**config.mk**
```make
export PLATFORM = sky130hd
export DESIGN_NAME = crt_timer
export DESIGN_NICKNAME = d
export VERILOG_FILES = /design/src/core/crt_pkg.sv /design/src/core/crt_timer.sv
export VERILOG_INCLUDE_DIRS = /design/src /design/src/core
export SDC_FILE = /design/constraint.sdc
export NUM_CORES = 1
export LEC_CHECK = 0
export BUFFER_PORTS_ARGS = -buffer_cell sky130_fd_sc_hd__buf_4
export CORE_MARGIN = 4
export CORE_UTILIZATION = 56
export DETAILED_ROUTE_END_ITERATION = 8
export GPL_ROUTABILITY_DRIVEN = 1
export PLACE_DENSITY = 0.85
export SETUP_SLACK_MARGIN = 0.1
export SYNTH_ARGS = -nofsm -noshare
export SYNTH_HDL_FRONTEND = slang
export SYNTH_SLANG_ARGS = --single-unit
export TNS_END_PERCENT = 1
```
**constraint.sdc**
```tcl
create_clock -name hclk -period 2.6 [get_ports hclk]
set_input_delay 0 -clock hclk [delete_from_list [all_inputs] [get_ports hclk]]
set_output_delay 0 -clock hclk [all_outputs]
set_load 0.01 [all_outputs]
```
**src/core/crt_params.svh**
```systemverilog
// Purpose: Constants for the capture/reload timer
// Assumes: Included by bare name
// Notes: Register indices; byte address is four times the index
`ifndef CRT_PARAMS_SVH
`define CRT_PARAMS_SVH

`define CRT_IDX_CONTROL 8'hc8
`define CRT_IDX_MODE 8'hc9
`define CRT_IDX_RELOAD_LO 8'hca
`define CRT_IDX_RELOAD_HI 8'hcb
`define CRT_IDX_COUNT_LO 8'hcc
`define CRT_IDX_COUNT_HI 8'hcd
`define CRT_IDX_CLKCTL 8'hce

`define CRT_BIT_OVF 7
`define CRT_BIT_EXT 6
`define CRT_BIT_RCV 5
`define CRT_BIT_XMT 4
`define CRT_BIT_EXEN 3
`define CRT_BIT_RUN 2
`define CRT_BIT_CSEL 1
`define CRT_BIT_CPRL 0
`define CRT_BIT_TOE 1
`define CRT_BIT_DOWN_COUNT_ENABLE 0
`define CRT_BIT_PSC_APPLY 4
`define CRT_BIT_COMPAT 5
`define CRT_BIT_TIE 6

`define CRT_RST_CONTROL 8'h00
`define CRT_RST_MODE 8'h00
`define CRT_RST_CLKCTL 8'h00
`define CRT_RST_WORD 16'h0000
`define CRT_CNT_MIN 16'h0000
`define CRT_CNT_MAX 16'hffff

`endif

```
**src/core/crt_pkg.sv**
```systemverilog
// Purpose: Types for the capture/reload timer
// Assumes: Nothing
// Notes: Mode follows the priority of the mode bits
package crt_pkg;
	typedef enum logic [2:0] {
		CRT_OFF,
		CRT_RELOAD,
		CRT_UPDOWN,
		CRT_CAPTURE,
		CRT_BAUD,
		CRT_FREQ
	} crt_mode_type;
endpackage

```
**src/core/crt_timer.sv**
```systemverilog
// Purpose: 16-bit timer/counter with capture/reload register, AHB-Lite slave
// Assumes: Single word transfers, one master, hclk at 20 MHz
// Notes: Reads take one wait state; writes take none
// Operation
// - Overflow sets overflow flag bit 7; only software clears it.
// - No overflow flag set while either baud select is one.
// - Set overflow flag requests interrupt when interrupt enable is set.
// - Enabled trigger falling edge causing capture or reload sets external event flag.
// - External event flag raises no interrupt with down count enable.
// - Receive baud select routes overflow pulses to receive clock, else other timer.
// - Transmit baud select routes overflow pulses to transmit clock, else other timer.
// - Trigger edges act only when enabled; while clocking the serial port they only set external event flag.
// - Run control starts counting when one, stops when zero.
// - Counter select picks internal ticks or count pin falling edges.
// - Capture/reload select picks capture or reload; baud selects force reload.
// - Baud selects and toggle enable take priority over capture/reload select.
// - Toggle enable with timer function toggles count pin each overflow.
// - Down count enable with external enable makes direction follow trigger pin in auto-reload.
// - Down count enable resets to zero, counting up.
// - Capture mode counts freely minimum to maximum, flagging each wrap.
// - Capture copies count into reload bytes and sets external event flag.
// - Up auto-reload overflow sets flag and loads reload value.
// - Up auto-reload trigger edge forces reload and sets external event flag.
// - Down counting underflows at reload value loading maximum; up reloads floor.
// - Fast mode prescales only when applied; compatibility always, apply doubles; baud and clock-out modes never prescale.
// - Minimum 0000H, maximum FFFFH, floor is reload high and low bytes.
// - Count pin sampled each clock in fast mode, each prescale tick in compatibility; high then low counts one cycle later.
// - Down count enable with external enable toggles external event flag on each wrap in auto-reload.
`timescale 1ns/10ps
`include "crt_params.svh"

module crt_timer #(
	parameter int PSC_W = 4
) (
	// Clock and reset
	input wire logic hclk,
	input wire logic hresetn,
	// AHB-Lite slave
	input wire logic hsel,
	input wire logic [31:0] haddr,
	input wire logic [1:0] htrans,
	input wire logic hwrite,
	input wire logic [2:0] hsize,
	input wire logic [31:0] hwdata,
	input wire logic hready,
	output logic hreadyout,
	output logic hresp,
	output logic [31:0] hrdata,
	// Pins
	input wire logic count_pin_in,
	output logic count_pin_out,
	output logic count_pin_oe_n,
	input wire logic trigger_pin_in,
	// Serial port clocks
	input wire logic other_timer_ovf,
	output logic rx_baud_tick,
	output logic tx_baud_tick,
	// Interrupt request
	output logic timer_irq
);
	// Prescale field is only four bits of clock control
	if (PSC_W < 1 || PSC_W > 4) begin : g_psc_bad
		$error("PSC_W out of range");
	end

	function automatic crt_pkg::crt_mode_type mode_of(input logic run, input logic baud,
		input logic toe, input logic cprl, input logic updn);
		if (!run)
			return crt_pkg::CRT_OFF;
		else if (baud)
			return crt_pkg::CRT_BAUD;
		else if (toe)
			return crt_pkg::CRT_FREQ;
		else if (cprl)
			return crt_pkg::CRT_CAPTURE;
		else if (updn)
			return crt_pkg::CRT_UPDOWN;
		else
			return crt_pkg::CRT_RELOAD;
	endfunction

	// Bus state
	logic wr_pend_ff;
	logic rd_wait_ff;
	logic addr_ok_ff;
	logic [7:0] idx_ff;
	logic [31:0] hrdata_ff;
	// Registers
	logic tf_ff;
	logic exf_ff;
	logic [5:0] ctl_ff;
	logic [1:0] mod_ff;
	logic [6:0] ckc_ff;
	logic [15:0] rld_ff;
	logic [15:0] cnt_ff;
	// Pins and prescaler
	logic cnt_s1_ff, cnt_s2_ff, cnt_prev_ff;
	logic trg_s1_ff, trg_s2_ff, trg_prev_ff;
	logic [PSC_W:0] psc_ff;
	logic tog_ff;

	logic ap_ok, wr_ctl, wr_mod, wr_rlo, wr_rhi, wr_clo, wr_chi, wr_ckc;
	logic [7:0] wdat;
	logic [7:0] rmux;
	logic baud, toe, csel, exen, run, cprl, down_count_enable, updn, capture;
	logic compat, psc_apply, tie;
	crt_pkg::crt_mode_type mode;
	logic [PSC_W:0] psc_top;
	logic psc_tick, samp_en, tick, pin_fall, trg_fall, inc;
	logic at_max, at_floor, ovf_evt, unf_evt, dn;
	logic [15:0] nxt_cnt;
	logic nxt_tf, nxt_exf, exf_base;

	// Address phase taken only while the bus is ready
	assign ap_ok = hsel & hready & htrans[1];
	assign hreadyout = ~rd_wait_ff;
	assign hresp = 1'b0;
	assign hrdata = hrdata_ff;
	assign wdat = hwdata[7:0];

	always_ff @(posedge hclk or negedge hresetn) begin
		if (!hresetn) begin
			wr_pend_ff <= 1'b0;
			rd_wait_ff <= 1'b0;
			addr_ok_ff <= 1'b0;
			idx_ff <= 8'h00;
		end else begin
			rd_wait_ff <= ap_ok & ~hwrite;
			if (hready) begin
				wr_pend_ff <= ap_ok & hwrite;
				addr_ok_ff <= (haddr[31:10] == 22'h00_0000) & (haddr[1:0] == 2'b00);
				idx_ff <= haddr[9:2];
			end
		end
	end

	assign wr_ctl = wr_pend_ff & addr_ok_ff & (idx_ff == `CRT_IDX_CONTROL);
	assign wr_mod = wr_pend_ff & addr_ok_ff & (idx_ff == `CRT_IDX_MODE);
	assign wr_rlo = wr_pend_ff & addr_ok_ff & (idx_ff == `CRT_IDX_RELOAD_LO);
	assign wr_rhi = wr_pend_ff & addr_ok_ff & (idx_ff == `CRT_IDX_RELOAD_HI);
	assign wr_clo = wr_pend_ff & addr_ok_ff & (idx_ff == `CRT_IDX_COUNT_LO);
	assign wr_chi = wr_pend_ff & addr_ok_ff & (idx_ff == `CRT_IDX_COUNT_HI);
	assign wr_ckc = wr_pend_ff & addr_ok_ff & (idx_ff == `CRT_IDX_CLKCTL);

	// Unmapped reads return zero
	always_comb begin
		rmux = 8'h00;
		if (addr_ok_ff) begin
			case (idx_ff)
				`CRT_IDX_CONTROL: rmux = {tf_ff, exf_ff, ctl_ff};
				`CRT_IDX_MODE: rmux = {6'h00, mod_ff};
				`CRT_IDX_RELOAD_LO: rmux = rld_ff[7:0];
				`CRT_IDX_RELOAD_HI: rmux = rld_ff[15:8];
				`CRT_IDX_COUNT_LO: rmux = cnt_ff[7:0];
				`CRT_IDX_COUNT_HI: rmux = cnt_ff[15:8];
				`CRT_IDX_CLKCTL: rmux = {1'b0, ckc_ff};
				default: rmux = 8'h00;
			endcase
		end
	end

	// Wait state lets a read see the effect of a write just before it
	always_ff @(posedge hclk or negedge hresetn) begin
		if (!hresetn)
			hrdata_ff <= 32'h0000_0000;
		else if (rd_wait_ff)
			hrdata_ff <= {24'h00_0000, rmux};
	end

	// Control fields
	assign baud = ctl_ff[`CRT_BIT_RCV] | ctl_ff[`CRT_BIT_XMT];
	assign exen = ctl_ff[`CRT_BIT_EXEN];
	assign run = ctl_ff[`CRT_BIT_RUN];
	assign csel = ctl_ff[`CRT_BIT_CSEL];
	assign cprl = ctl_ff[`CRT_BIT_CPRL];
	assign toe = mod_ff[`CRT_BIT_TOE];
	assign down_count_enable = mod_ff[`CRT_BIT_DOWN_COUNT_ENABLE];
	assign psc_apply = ckc_ff[`CRT_BIT_PSC_APPLY];
	assign compat = ckc_ff[`CRT_BIT_COMPAT];
	assign tie = ckc_ff[`CRT_BIT_TIE];
	assign updn = down_count_enable & exen;
	assign mode = mode_of(run, baud, toe, cprl, updn);
	assign capture = (mode == crt_pkg::CRT_CAPTURE);

	always_ff @(posedge hclk or negedge hresetn) begin
		if (!hresetn) begin
			ctl_ff <= 6'(`CRT_RST_CONTROL);
			mod_ff <= 2'(`CRT_RST_MODE);
			ckc_ff <= 7'(`CRT_RST_CLKCTL);
		end else begin
			if (wr_ctl)
				ctl_ff <= wdat[5:0];
			if (wr_mod)
				mod_ff <= wdat[1:0];
			if (wr_ckc)
				ckc_ff <= wdat[6:0];
		end
	end

	// Prescaler: apply doubles the divide in compatibility mode
	assign psc_top = compat ? (psc_apply ? {ckc_ff[PSC_W-1:0], 1'b1} : {1'b0, ckc_ff[PSC_W-1:0]})
		: {1'b0, ckc_ff[PSC_W-1:0]};
	// Top lowered mid-count must not stall the divider for a full wrap
	assign psc_tick = (psc_ff >= psc_top);

	always_ff @(posedge hclk or negedge hresetn) begin
		if (!hresetn)
			psc_ff <= '0;
		else if (psc_tick)
			psc_ff <= '0;
		else
			psc_ff <= psc_ff + 1'b1;
	end

	// Baud and clock-out run unprescaled
	assign tick = (mode == crt_pkg::CRT_BAUD) | (mode == crt_pkg::CRT_FREQ) | (!compat & !psc_apply)
		| psc_tick;
	assign samp_en = compat ? psc_tick : 1'b1;

	// Pin synchronisers and edge detect
	always_ff @(posedge hclk or negedge hresetn) begin
		if (!hresetn) begin
			cnt_s1_ff <= 1'b1;
			cnt_s2_ff <= 1'b1;
			cnt_prev_ff <= 1'b1;
			trg_s1_ff <= 1'b1;
			trg_s2_ff <= 1'b1;
			trg_prev_ff <= 1'b1;
		end else begin
			cnt_s1_ff <= count_pin_in;
			cnt_s2_ff <= cnt_s1_ff;
			trg_s1_ff <= trigger_pin_in;
			trg_s2_ff <= trg_s1_ff;
			trg_prev_ff <= trg_s2_ff;
			if (samp_en)
				cnt_prev_ff <= cnt_s2_ff;
		end
	end

	assign pin_fall = samp_en & cnt_prev_ff & ~cnt_s2_ff;
	assign trg_fall = exen & trg_prev_ff & ~trg_s2_ff;
	assign inc = run & (csel ? pin_fall : tick);
	assign dn = (mode == crt_pkg::CRT_UPDOWN) & ~trg_s2_ff;
	assign at_max = (cnt_ff == `CRT_CNT_MAX);
	assign at_floor = (cnt_ff == rld_ff);
	assign ovf_evt = inc & ~dn & at_max;
	assign unf_evt = inc & dn & at_floor;

	// Count next value; software write wins over hardware
	always_comb begin
		nxt_cnt = cnt_ff;
		if (inc) begin
			if (dn)
				nxt_cnt = at_floor ? `CRT_CNT_MAX : cnt_ff - 16'h0001;
			else if (at_max)
				nxt_cnt = capture ? `CRT_CNT_MIN : rld_ff;
			else
				nxt_cnt = cnt_ff + 16'h0001;
		end
		if (trg_fall & run & ~baud & ~capture & (mode != crt_pkg::CRT_UPDOWN))
			nxt_cnt = rld_ff;
		if (wr_clo)
			nxt_cnt = {nxt_cnt[15:8], wdat};
		if (wr_chi)
			nxt_cnt = {wdat, nxt_cnt[7:0]};
	end

	always_ff @(posedge hclk or negedge hresetn) begin
		if (!hresetn)
			cnt_ff <= `CRT_RST_WORD;
		else
			cnt_ff <= nxt_cnt;
	end

	// Capture beats a software write in the same cycle
	always_ff @(posedge hclk or negedge hresetn) begin
		if (!hresetn)
			rld_ff <= `CRT_RST_WORD;
		else if (trg_fall & capture)
			rld_ff <= cnt_ff;
		else begin
			if (wr_rlo)
				rld_ff[7:0] <= wdat;
			if (wr_rhi)
				rld_ff[15:8] <= wdat;
		end
	end

	// Flags: hardware set wins over software clear
	always_comb begin
		nxt_tf = wr_ctl ? wdat[`CRT_BIT_OVF] : tf_ff;
		if ((ovf_evt | unf_evt) & ~baud)
			nxt_tf = 1'b1;
		exf_base = wr_ctl ? wdat[`CRT_BIT_EXT] : exf_ff;
		nxt_exf = exf_base;
		if (mode == crt_pkg::CRT_UPDOWN) begin
			if (ovf_evt | unf_evt)
				nxt_exf = ~exf_base;
		end else if (trg_fall)
			nxt_exf = 1'b1;
	end

	always_ff @(posedge hclk or negedge hresetn) begin
		if (!hresetn) begin
			tf_ff <= 1'b0;
			exf_ff <= 1'b0;
		end else begin
			tf_ff <= nxt_tf;
			exf_ff <= nxt_exf;
		end
	end

	assign timer_irq = tie & (tf_ff | (exf_ff & ~down_count_enable));

	// Clock-out pin toggles on overflow
	always_ff @(posedge hclk or negedge hresetn) begin
		if (!hresetn)
			tog_ff <= 1'b0;
		else if (ovf_evt & toe & ~csel)
			tog_ff <= ~tog_ff;
	end

	assign count_pin_out = tog_ff;
	assign count_pin_oe_n = ~(toe & ~csel);

	// Serial clock source; the UART picks modes 1 and 3
	assign rx_baud_tick = ctl_ff[`CRT_BIT_RCV] ? ovf_evt : other_timer_ovf;
	assign tx_baud_tick = ctl_ff[`CRT_BIT_XMT] ? ovf_evt : other_timer_ovf;
endmodule

```
Word level (Yosys, flattened, before mapping):

Index checks and enable logic that the tools add are counted.

* register bits: 80
* latch bits: 0
* memory bits (writable): 0
* memory bits (read-only): 0
* bits of input ports: 77
* output and inout bits: 39
* logic and storage cells: 131
* memories: 0

* $add $sub $neg: 3
* multipliers: 0
* div/mod/pow operators: 0
* $lt $le $gt $ge: 1
* equality and inequality tests: 14
* shifts and indexed selects: 0
* muxes and demuxes: 31
* bitwise operators: 54
* reductions and logical operators: 7

Operators by type and width (count)
* 16-bit two-way mux: 8
* 8-bit equality test, second input constant: 7
* 8-bit case mux with 7 select lines: 1
* 1-bit bitwise AND: 36
* 8-bit two-way mux: 4
* 22-bit zero test: 1
* 16-bit by 1-bit adder with 16-bit output, second input constant: 1
* 16-bit equality test: 1
* 16-bit equality test, second input constant: 1
* 16-bit by 1-bit subtractor with 16-bit output, second input constant: 1
* 5-bit two-way mux: 3
* 1-bit NOT: 12
* 1-bit two-way mux: 10
* 3-bit two-way mux: 3
* 3-bit by 2-bit equality test with 1-bit output, second input constant: 2
* 3-bit equality test, second input constant: 2
* 1-bit OR: 6
* 2-bit nonzero test: 3
* 5-bit by 1-bit adder with 5-bit output, second input constant: 1
* 5-bit greater-or-equal comparator: 1
* 2-bit two-way mux: 2
* 3-bit by 2-bit inequality test with 1-bit output, second input constant: 1
* 1-bit zero test: 2
* 2-bit zero test: 1

Longest topological paths before layout:

Gate-level depths: netlist of the first run.

* word-level depth: 17
* depth in mapped cells: 10
* gate-level depth less buffers: 9

Worst setup path before layout of the first run:

OpenSTA, ideal clock, no wires.

* path kind: reg2reg
* from: register ckc_ff[5]
* to: register cnt_ff[15]
* library setup time: 123 ps
* data arrival time: 2071 ps
* required time: 2477 ps
* path slack: 406 ps
* cell stages (with the launch flop): 10
* buffers on the path: 0
* clock period less this slack: 2194 ps
* path through: dfrtp_1 > nand2_1 > mux2i_1 > ha_1 > a21o_1 > a31oi_1 > o21a_1 > o21ai_1 > or3_1 > o221a_1

* word-level cells in the longest chain between the ends: 10
* elaborated cells between the ends (all ways): 14
* those cells by class: order compare: 1; mux: 6; bitwise: 6; reduce/logical: 1

Ends and longest elaborated chain
* from (decl): RTL line crt_timer.sv:93 `logic [6:0] ckc_ff;`
* from (signal assigned): RTL line crt_timer.sv:189 `` ckc_ff <= 7'(`CRT_RST_CLKCTL); ``
* from (signal assigned): RTL line crt_timer.sv:196 `ckc_ff <= wdat[6:0];`
* 5-bit two-way mux: RTL line crt_timer.sv:201 `assign psc_top = compat ? (psc_apply ? {ckc_ff[PSC_W-1:0], 1'b1} : {1'b0, ckc_ff[PSC_W-1:0]})`
* 5-bit greater-or-equal comparator: RTL line crt_timer.sv:204 `assign psc_tick = (psc_ff >= psc_top);`
* 1-bit two-way mux: RTL line crt_timer.sv:218 `assign samp_en = compat ? psc_tick : 1'b1;`
* 1-bit bitwise AND (2 in series): RTL line crt_timer.sv:240 `assign pin_fall = samp_en & cnt_prev_ff & ~cnt_s2_ff;`
* 1-bit two-way mux (*): RTL line crt_timer.sv:242 `assign inc = run & (csel ? pin_fall : tick);`
* 1-bit bitwise AND (*): RTL line crt_timer.sv:242
* 16-bit two-way mux (*): RTL line crt_timer.sv:252 `if (inc) begin`
* 16-bit two-way mux (*): RTL line crt_timer.sv:260 `if (trg_fall & run & ~baud & ~capture & (mode != crt_pkg::CRT_UPDOWN))`
* 16-bit two-way mux (*): RTL line crt_timer.sv:264 `if (wr_chi)`
* to (signal assigned): RTL line crt_timer.sv:270 `` cnt_ff <= `CRT_RST_WORD; ``
* to (signal assigned): RTL line crt_timer.sv:272 `cnt_ff <= nxt_cnt;`
* to (decl): RTL line crt_timer.sv:95 `logic [15:0] cnt_ff;`

Mark *: on every way between the ends. The rest lies on a longest branch, timed or not.
A chain may end at the register's enable or synchronous reset.

Final worst setup path of the first run:

Same ends and word-level chain as after synthesis.

==> summary.md, run 1 <==
| Metric | Value |
|---|---|
| Status | finished clean |
| Startpoint types | flip-flop |
| Worst Tran Pin Value | 1.04 ns |
| Synth Instances | 606 |
| CTS tree | yes |
| # fillers | 748 |
| Max_cap viols | 0 |
| Crit path from | ckc_ff[5] |
| Worst slack, placed | 0.102 ns |
| CP Max Fanout | 11 |
| Sequential cell area | 0.00201 sq mm |
| Layout cell share with drive strength beyond 1 | 25.2% |
| Ys Warns | 0 |
| Area taken by multi-input logic gates | 0.00333 sq mm |
| Placer Congestion | 1.01 |
| Hold slack | 0.0219 ns |
| 1st-iter DRT viols | 674 |
| PD cells | 756 mW/mm^2 |
| Starting density of the core | 57.7% |
| Antenna Cells | 0 |
| Crit-path slowest cell | dfrtp_1 |
| VDD IR max | 0.000636 V |
| Worst skew pair latency | 0.38 ns |
| Hold Startpoint | hready |
| Grt total ovfl | 0 |
| Final slew viol count | 0 |
| Crit-path max cell delay | 0.41 ns |
| Post-synth EDFFs | 0 |
| Final WS setup | 0.0928 ns |
| Die Area | 0.0118 sq mm |
| Crit end category | flip-flop |
| Arrival @ worst endpoint | 2.76 ns |
| Cell accounting for the most synthesized area | dfrtp_1 |
| Net count reported at finish | 795 |
| Synth top cells by count | dfrtp_1, nand2_1, o21ai_0, nor2_1, mux2i_1 |
| Vias in the first global route | 5448 |
| Worst path required time | 2.85 ns |
| Initial antenna violation count | 0 |
| Die width | 109 microns |
| Worst-path clk slew | 0.10 ns |
| Max Root-Sink Buffers | 2 |
| Endpoints failing setup | 0 |
| Synth Flop Type | dfrtp_1 |
| Crit share post-route | 96.4% |
| IO buf count | 62 |
| Top Ports | 116 |
| Post-synthesis sequential element count | 80 |
| Count of cell types in the netlist | 72 |
| Final ANT Viol Nets | 0 |
| Die Ht | 109 microns |
| Slew HR | 30.6% |
| Critical R2R Launch | ckc_ff[5] |
| RSZ-0062 raised after global routing | yes |
| Buffers plus inverters on the worst setup path | 1 |
| Crit Path Class | reg -> reg |
| CTS root buf | clkbuf_8 |
| Post-Route WL | 18800 microns |
| Register area share after synthesis | 35.4% |
| Synth area leaders | dfrtp_1, mux2i_1, xor2_1, mux2_2, buf_4 |
| P_leak | 2.93 nW |
| Average instance area after synthesis | 9.36 sq um |
| Tot GR Track Use | 33.2% |
| Clk_skew | 0.0171 ns |
| Core box area | 0.00982 sq mm |
| Post-route DRC | 0 |
| Final min period | 2.51 ns |
| # rows | 36 |
| Global-route wire length before repair | 29800 microns |
| Via/cell ratio | 6.47 |
| Layout area overhead | 20.6% |
| Most numerous cell in the Yosys netlist | dfrtp_1 |
| Synthesized cell area | 0.00567 sq mm |
| Via count | 5485 |
| CTS buffer count | 9 |
| Clock sinks | 80 |
| FMAX | 0.399 GHz |
| Pre-antenna DRT Iters | 6 |
| Area fraction of the dominant cell type after synthesis | 32.7% |
| H-tree depth | 3 |
| Critical path cell sequence | nand2_2, mux2i_1, ha_1, a21o_1, a31oi_4, o21a_1, o21ai_1, buf_4, nand2_1, o221a_1 |
| Delay-heaviest family, CP | compound AO/OA/AOI/OAI gates |
| DP Wirelength | 12300 microns |
| Pin count of the biggest net entering global routing | 81 |
| Drt wl/cell | 22.1 microns |
| Final hold viol count | 0 |
| Hold WC Path Type | in -> reg |
| Total negative slack | 0 ns |
| Ys async rst share | 100% |
[cell type report]
| class | count | share of cell area (%) |
|---|---|---|
| clock buffers | 10 | 1.87 |
| inverters | 13 | 0.714 |
| repair buffers | 134 | 15.8 |
| flip-flops and latches | 80 | 29.4 |
| multi-input cells | 472 | 48.7 |
| well taps | 133 | 2.43 |
| clock inverters | 6 | 1.03 |
[routing by layer]
layer / track usage [%] / part of all wire (%)
met1: 43.5 / 37
met3: 7.05 / 11
met2: 53.9 / 48
met4: 13.4 / 4.6
met5: 0 / 0
[cell usage in the layout (no fill, tap or decap), drive strengths merged, types with 25 or more instances in the layout]
master / instances
dlygate4sd3: 30
nor2: 32
o21ai: 47
mux2i: 31
conb: 25
buf: 104
nand2: 48
xor2: 30
dfrtp: 74
[repair_timing]
action / CTS / global route
hold endpoints to repair: 111 / 0
resized for setup: 2 / 7
pin swaps: 1 / 4
hold buffers: 30 / 0
endpoints found under the setup margin: 7 / 20
setup buffers: 0 / 2
[where the power goes]
| group | internal [mW] | switching [mW] |
|---|---|---|
| clock network | 0.449 | 0.508 |
| registers | 1.48 | 0.512 |
| logic | 1.03 | 1.19 |
[cells by family after synthesis]
group	Yosys count	synth area share (%)
simple gates	203	21.1
compound gates	135	15.4
flops	80	35.4
buf+inv	78	8.17
mux	57	11.2
xor+xnor	44	6.80
fa+ha+maj	8	1.77
other cells	1	0.0661
[flip-flops by register name (all words and copies together), names as in the netlist]
name,flops
trg_s2_ff,1
count_pin_out,1
cnt_ff,16
trg_s1_ff,1
cnt_s1_ff,1
ctl_ff,6
cnt_s2_ff,1
exf_ff,1
cnt_prev_ff,1
ckc_ff,7
idx_ff,8
tf_ff,1
wr_pend_ff,1
trg_prev_ff,1
mod_ff,2
hrdata,8
psc_ff,5
rld_ff,16
rd_wait_ff,1
addr_ok_ff,1
[stage by stage]
stage          area, sq um  cells  util (%)  total power [mW]
5_1_grt               6840    848      69.6              5.44
2_1_floorplan         5760    630         -              3.36
6_report              6840    848      69.6              5.17
4_1_cts               6790    846      69.1              4.99
3_5_place_dp          6280    800      64.0              4.00
3_3_place_gp          6280    800      64.0              3.91
[worst register-to-register path, cell delays in order, from the launching register on]
cell and delay (ns):
dfrtp_1 0.41, nand2_2 0.11, mux2i_1 0.24, ha_1 0.23, a21o_1 0.20, a31oi_4 0.05, o21a_1 0.25, o21ai_1 0.32
buf_4 0.25, nand2_1 0.07, o221a_1 0.25
[worst paths after layout]
path                                    to  slack (ns)  cells after the start
worst max-delay path            cnt_ff[15]        0.09                     10
worst min-delay path             idx_ff[0]        0.02                      2
worst max register to register  cnt_ff[15]        0.09                     10
worst min register to register   trg_s2_ff        0.37                      0
max in group asynchronous        cnt_ff[4]        1.54                      2
min in group asynchronous        ckc_ff[0]        0.33                      2
No activity file was read; power rests on OpenSTA's default activity.
==> run 2: changes to the inputs <==
--- a/config.mk
+++ b/config.mk
@@ -8,10 +8,10 @@
 export LEC_CHECK = 0
 export BUFFER_PORTS_ARGS = -buffer_cell sky130_fd_sc_hd__buf_4
 export CORE_MARGIN = 4
-export CORE_UTILIZATION = 56
+export CORE_UTILIZATION = 50
 export DETAILED_ROUTE_END_ITERATION = 8
 export GPL_ROUTABILITY_DRIVEN = 1
-export PLACE_DENSITY = 0.85
+export PLACE_DENSITY = 0.78
 export SETUP_SLACK_MARGIN = 0.1
 export SYNTH_ARGS = -nofsm -noshare
 export SYNTH_HDL_FRONTEND = slang
==> run 2 against run 1 <==
- die area increased by 11%
- first-iteration DRC count down 13%
- maximum frequency rose by 2.9%
- cell area grew 0.20%
- via count shrank 3.5%
- flip-flop and latch count is the same
- global-route usage is 6.2 points lower
- utilization is 7.2 points lower
- largest power group unchanged
- sequential power about the same
- setup slack better by 0.071 ns
==> summary.md, run 2 (synthesis gave the netlist of run 1 again) <==
| Metric | Value |
|---|---|
| Status | finished clean (unchanged) |
| R2R Setup Slk | 0.18 ns (was 0.09 ns) |
| CTS tree | yes (unchanged) |
| # rows | 38 (was 36) |
| Placer Congestion | 0.990 (was 1.01) |
| Top Ports | 116 (unchanged) |
| Crit Path Class | reg -> out (was reg -> reg) |
| Starting density of the core | 51.6% (was 57.7%) |
| CTS root buf | clkbuf_16 (was clkbuf_8) |
| Via count | 5294 (was 5485) |
| IO buf count | 62 (unchanged) |
| Worst Tran Pin Value | 1.04 ns (about the same) |
| Final ANT Viol Nets | 0 (unchanged) |
| Vias in the first global route | 5161 (was 5448) |
| Metal2 WL | 8220 microns (was 8930 microns) |
| VDD IR max | 0.000628 V (was 0.000636 V) |
| P_leak | 2.95 nW (was 2.93 nW) |
| Crit end category | output pin (was flip-flop) |
| 1st-iter DRT viols | 585 (was 674) |
| Final min period | 2.44 ns (was 2.51 ns) |
| # fillers | 884 (was 748) |
| Worst slack, placed | 0.139 ns (was 0.102 ns) |
| Final hold viol count | 0 (unchanged) |
| Initial antenna violation count | 0 (unchanged) |
| Post-Route WL | 17300 microns (was 18800 microns) |
| Die Ht | 114 microns (was 109 microns) |
| Met3 WL | 1630 microns (was 2050 microns) |
| Clk_skew | 0.00884 ns (was 0.0171 ns) |
| Arrival @ worst endpoint | 2.44 ns (was 2.76 ns) |
| Pre-antenna DRT Iters | 5 (was 6) |
| Final slew viol count | 0 (unchanged) |
| FMAX | 0.410 GHz (was 0.399 GHz) |
| Clock sinks | 80 (unchanged) |
| Layout cell share with drive strength beyond 1 | 24.2% (was 25.2%) |
| Tot GR Track Use | 27.0% (was 33.2%) |
| Die Area | 0.0131 sq mm (was 0.0118 sq mm) |
| Net count reported at finish | 787 (was 795) |
| Slew HR | 30.6% (about the same) |
| Post-route DRC | 0 (unchanged) |
| Crit share post-route | 93.7% (was 96.4%) |
| Post-route cell area | 0.00685 sq mm (was 0.00684 sq mm) |
| Commonest non-fill, non-tap cell in the layout | buf_4 (unchanged) |
| Core box area | 0.0110 sq mm (was 0.00982 sq mm) |
| Via/cell ratio | 6.25 (was 6.47) |
| Worst skew pair latency | 0.35 ns (was 0.38 ns) |
| Drt wl/cell | 20.4 microns (was 22.1 microns) |
| Endpoints failing setup | 0 (unchanged) |
| Pin count of the biggest net entering global routing | 81 (unchanged) |
| RSZ-0062 raised after global routing | yes (unchanged) |
| Placed cell area | 0.00625 sq mm (was 0.00628 sq mm) |
| Worst path required time | 2.60 ns (was 2.85 ns) |
| Max Used Layer | met4 (unchanged) |
| Global-route wire length before repair | 27600 microns (was 29800 microns) |
| Total negative slack | 0 ns (unchanged) |
| Met1 WL | 6910 microns (was 6920 microns) |
| Grt total ovfl | 0 (unchanged) |
| Startpoint types | flip-flop (unchanged) |
| Max_cap viols | 0 (unchanged) |
| Worst-path clk slew | 0.07 ns (was 0.10 ns) |
| Layout area overhead | 20.8% (was 20.6%) |
| Final WS setup | 0.163 ns (was 0.0928 ns) |
| Hold WC Path Type | in -> reg (unchanged) |
| CP Max Fanout | 8 (was 11) |
| H-tree depth | 3 (unchanged) |
| Antenna Cells | 0 (unchanged) |
| CTS buffer count | 9 (unchanged) |
| Most frequent cells in the layout | buf_4, dfrtp_1, nand2_1 (unchanged) |
| Sequential cell area | 0.00201 sq mm (about the same) |
| Largest regs | cnt_ff x16, rld_ff x16 (unchanged) |
| Max Root-Sink Buffers | 2 (unchanged) |
| Area taken by multi-input logic gates | 0.00332 sq mm (was 0.00333 sq mm) |
| PD cells | 774 mW/mm^2 (was 756 mW/mm^2) |
| DP Wirelength | 12100 microns (was 12300 microns) |
| Die width | 114 microns (was 109 microns) |
[run 2: changes by cell type in the layout (fill, tap and decap cells not counted), sizes merged]
cell	change
bufinv	-1
inv	+3
clkinv	+2
dlygate4sd3	-1
buf	-7
clkbuf	-1
clkinvlp	-3
[run 2: metal layers]
metal | up-vias | global-route usage, %
met5 | - | 0
met4 | 0 | 9.98
met3 | 51 | 5.23
met2 | 306 | 43.4
met1 | 2561 | 36.2
li1 | 2376 | -
[run 2: final timing paths]
check / start / endpoint / depth (start not counted)
max reg2reg: cnt_ff[4] / cnt_ff[14] / 6
min: hready / idx_ff[5] / 2
max: cnt_ff[1] / tx_baud_tick / 7
min in group asynchronous: hresetn / cnt_ff[5] / 2
max in group asynchronous: hresetn / cnt_ff[12] / 2
min reg2reg: trg_s1_ff / trg_s2_ff / 0
[run 2: area by class of cell]
| cell class | count | area share (%) |
|---|---|---|
| clock buffers | 9 | 3.29 |
| clock inverters | 7 | 0.767 |
| inverters | 13 | 0.712 |
| multi-input cells | 472 | 48.5 |
| flip-flops and latches | 80 | 29.3 |
| well taps | 140 | 2.56 |
| repair buffers | 126 | 14.9 |
[run 2: repair_timing]
item	in CTS	in global routing
endpoints found under the hold margin	99	0
endpoints found under the setup margin	0	19
buffers inserted	0	0
gates resized for setup	0	7
hold buffers	29	0
[run 2: critical path, cell delays in order (launching register included)]
cell and delay, ns:
dfrtp_1 0.56, ha_1 0.28, and3_1 0.26, nand4_1 0.34, nor2_2 0.30, nand3_1 0.09
o21ai_0 0.10, buf_4 0.16
[run 2: stage by stage]
step	instances	power [mW]	hold slack (ns)	utilization, %
after floorplan	630	3.36	-0.296	-
after global placement	802	3.92	0.109	56.9
after detailed placement	802	3.99	0.110	56.9
after CTS	847	5.24	0.0193	62.1
after global routing	847	5.60	0.0318	62.4
final	847	5.30	0.0338	62.4
[run 2: report_power, final]
| group | internal, mW | switching (mW) | total [mW] | leakage, nW |
|---|---|---|---|---|
| combinational | 0.982 | 1.10 | 2.08 | 1.89 |
| sequential | 1.48 | 0.529 | 2.01 | 0.916 |
| clock | 0.659 | 0.554 | 1.21 | 0.142 |
| total | 3.12 | 2.18 | 5.30 | 2.95 |
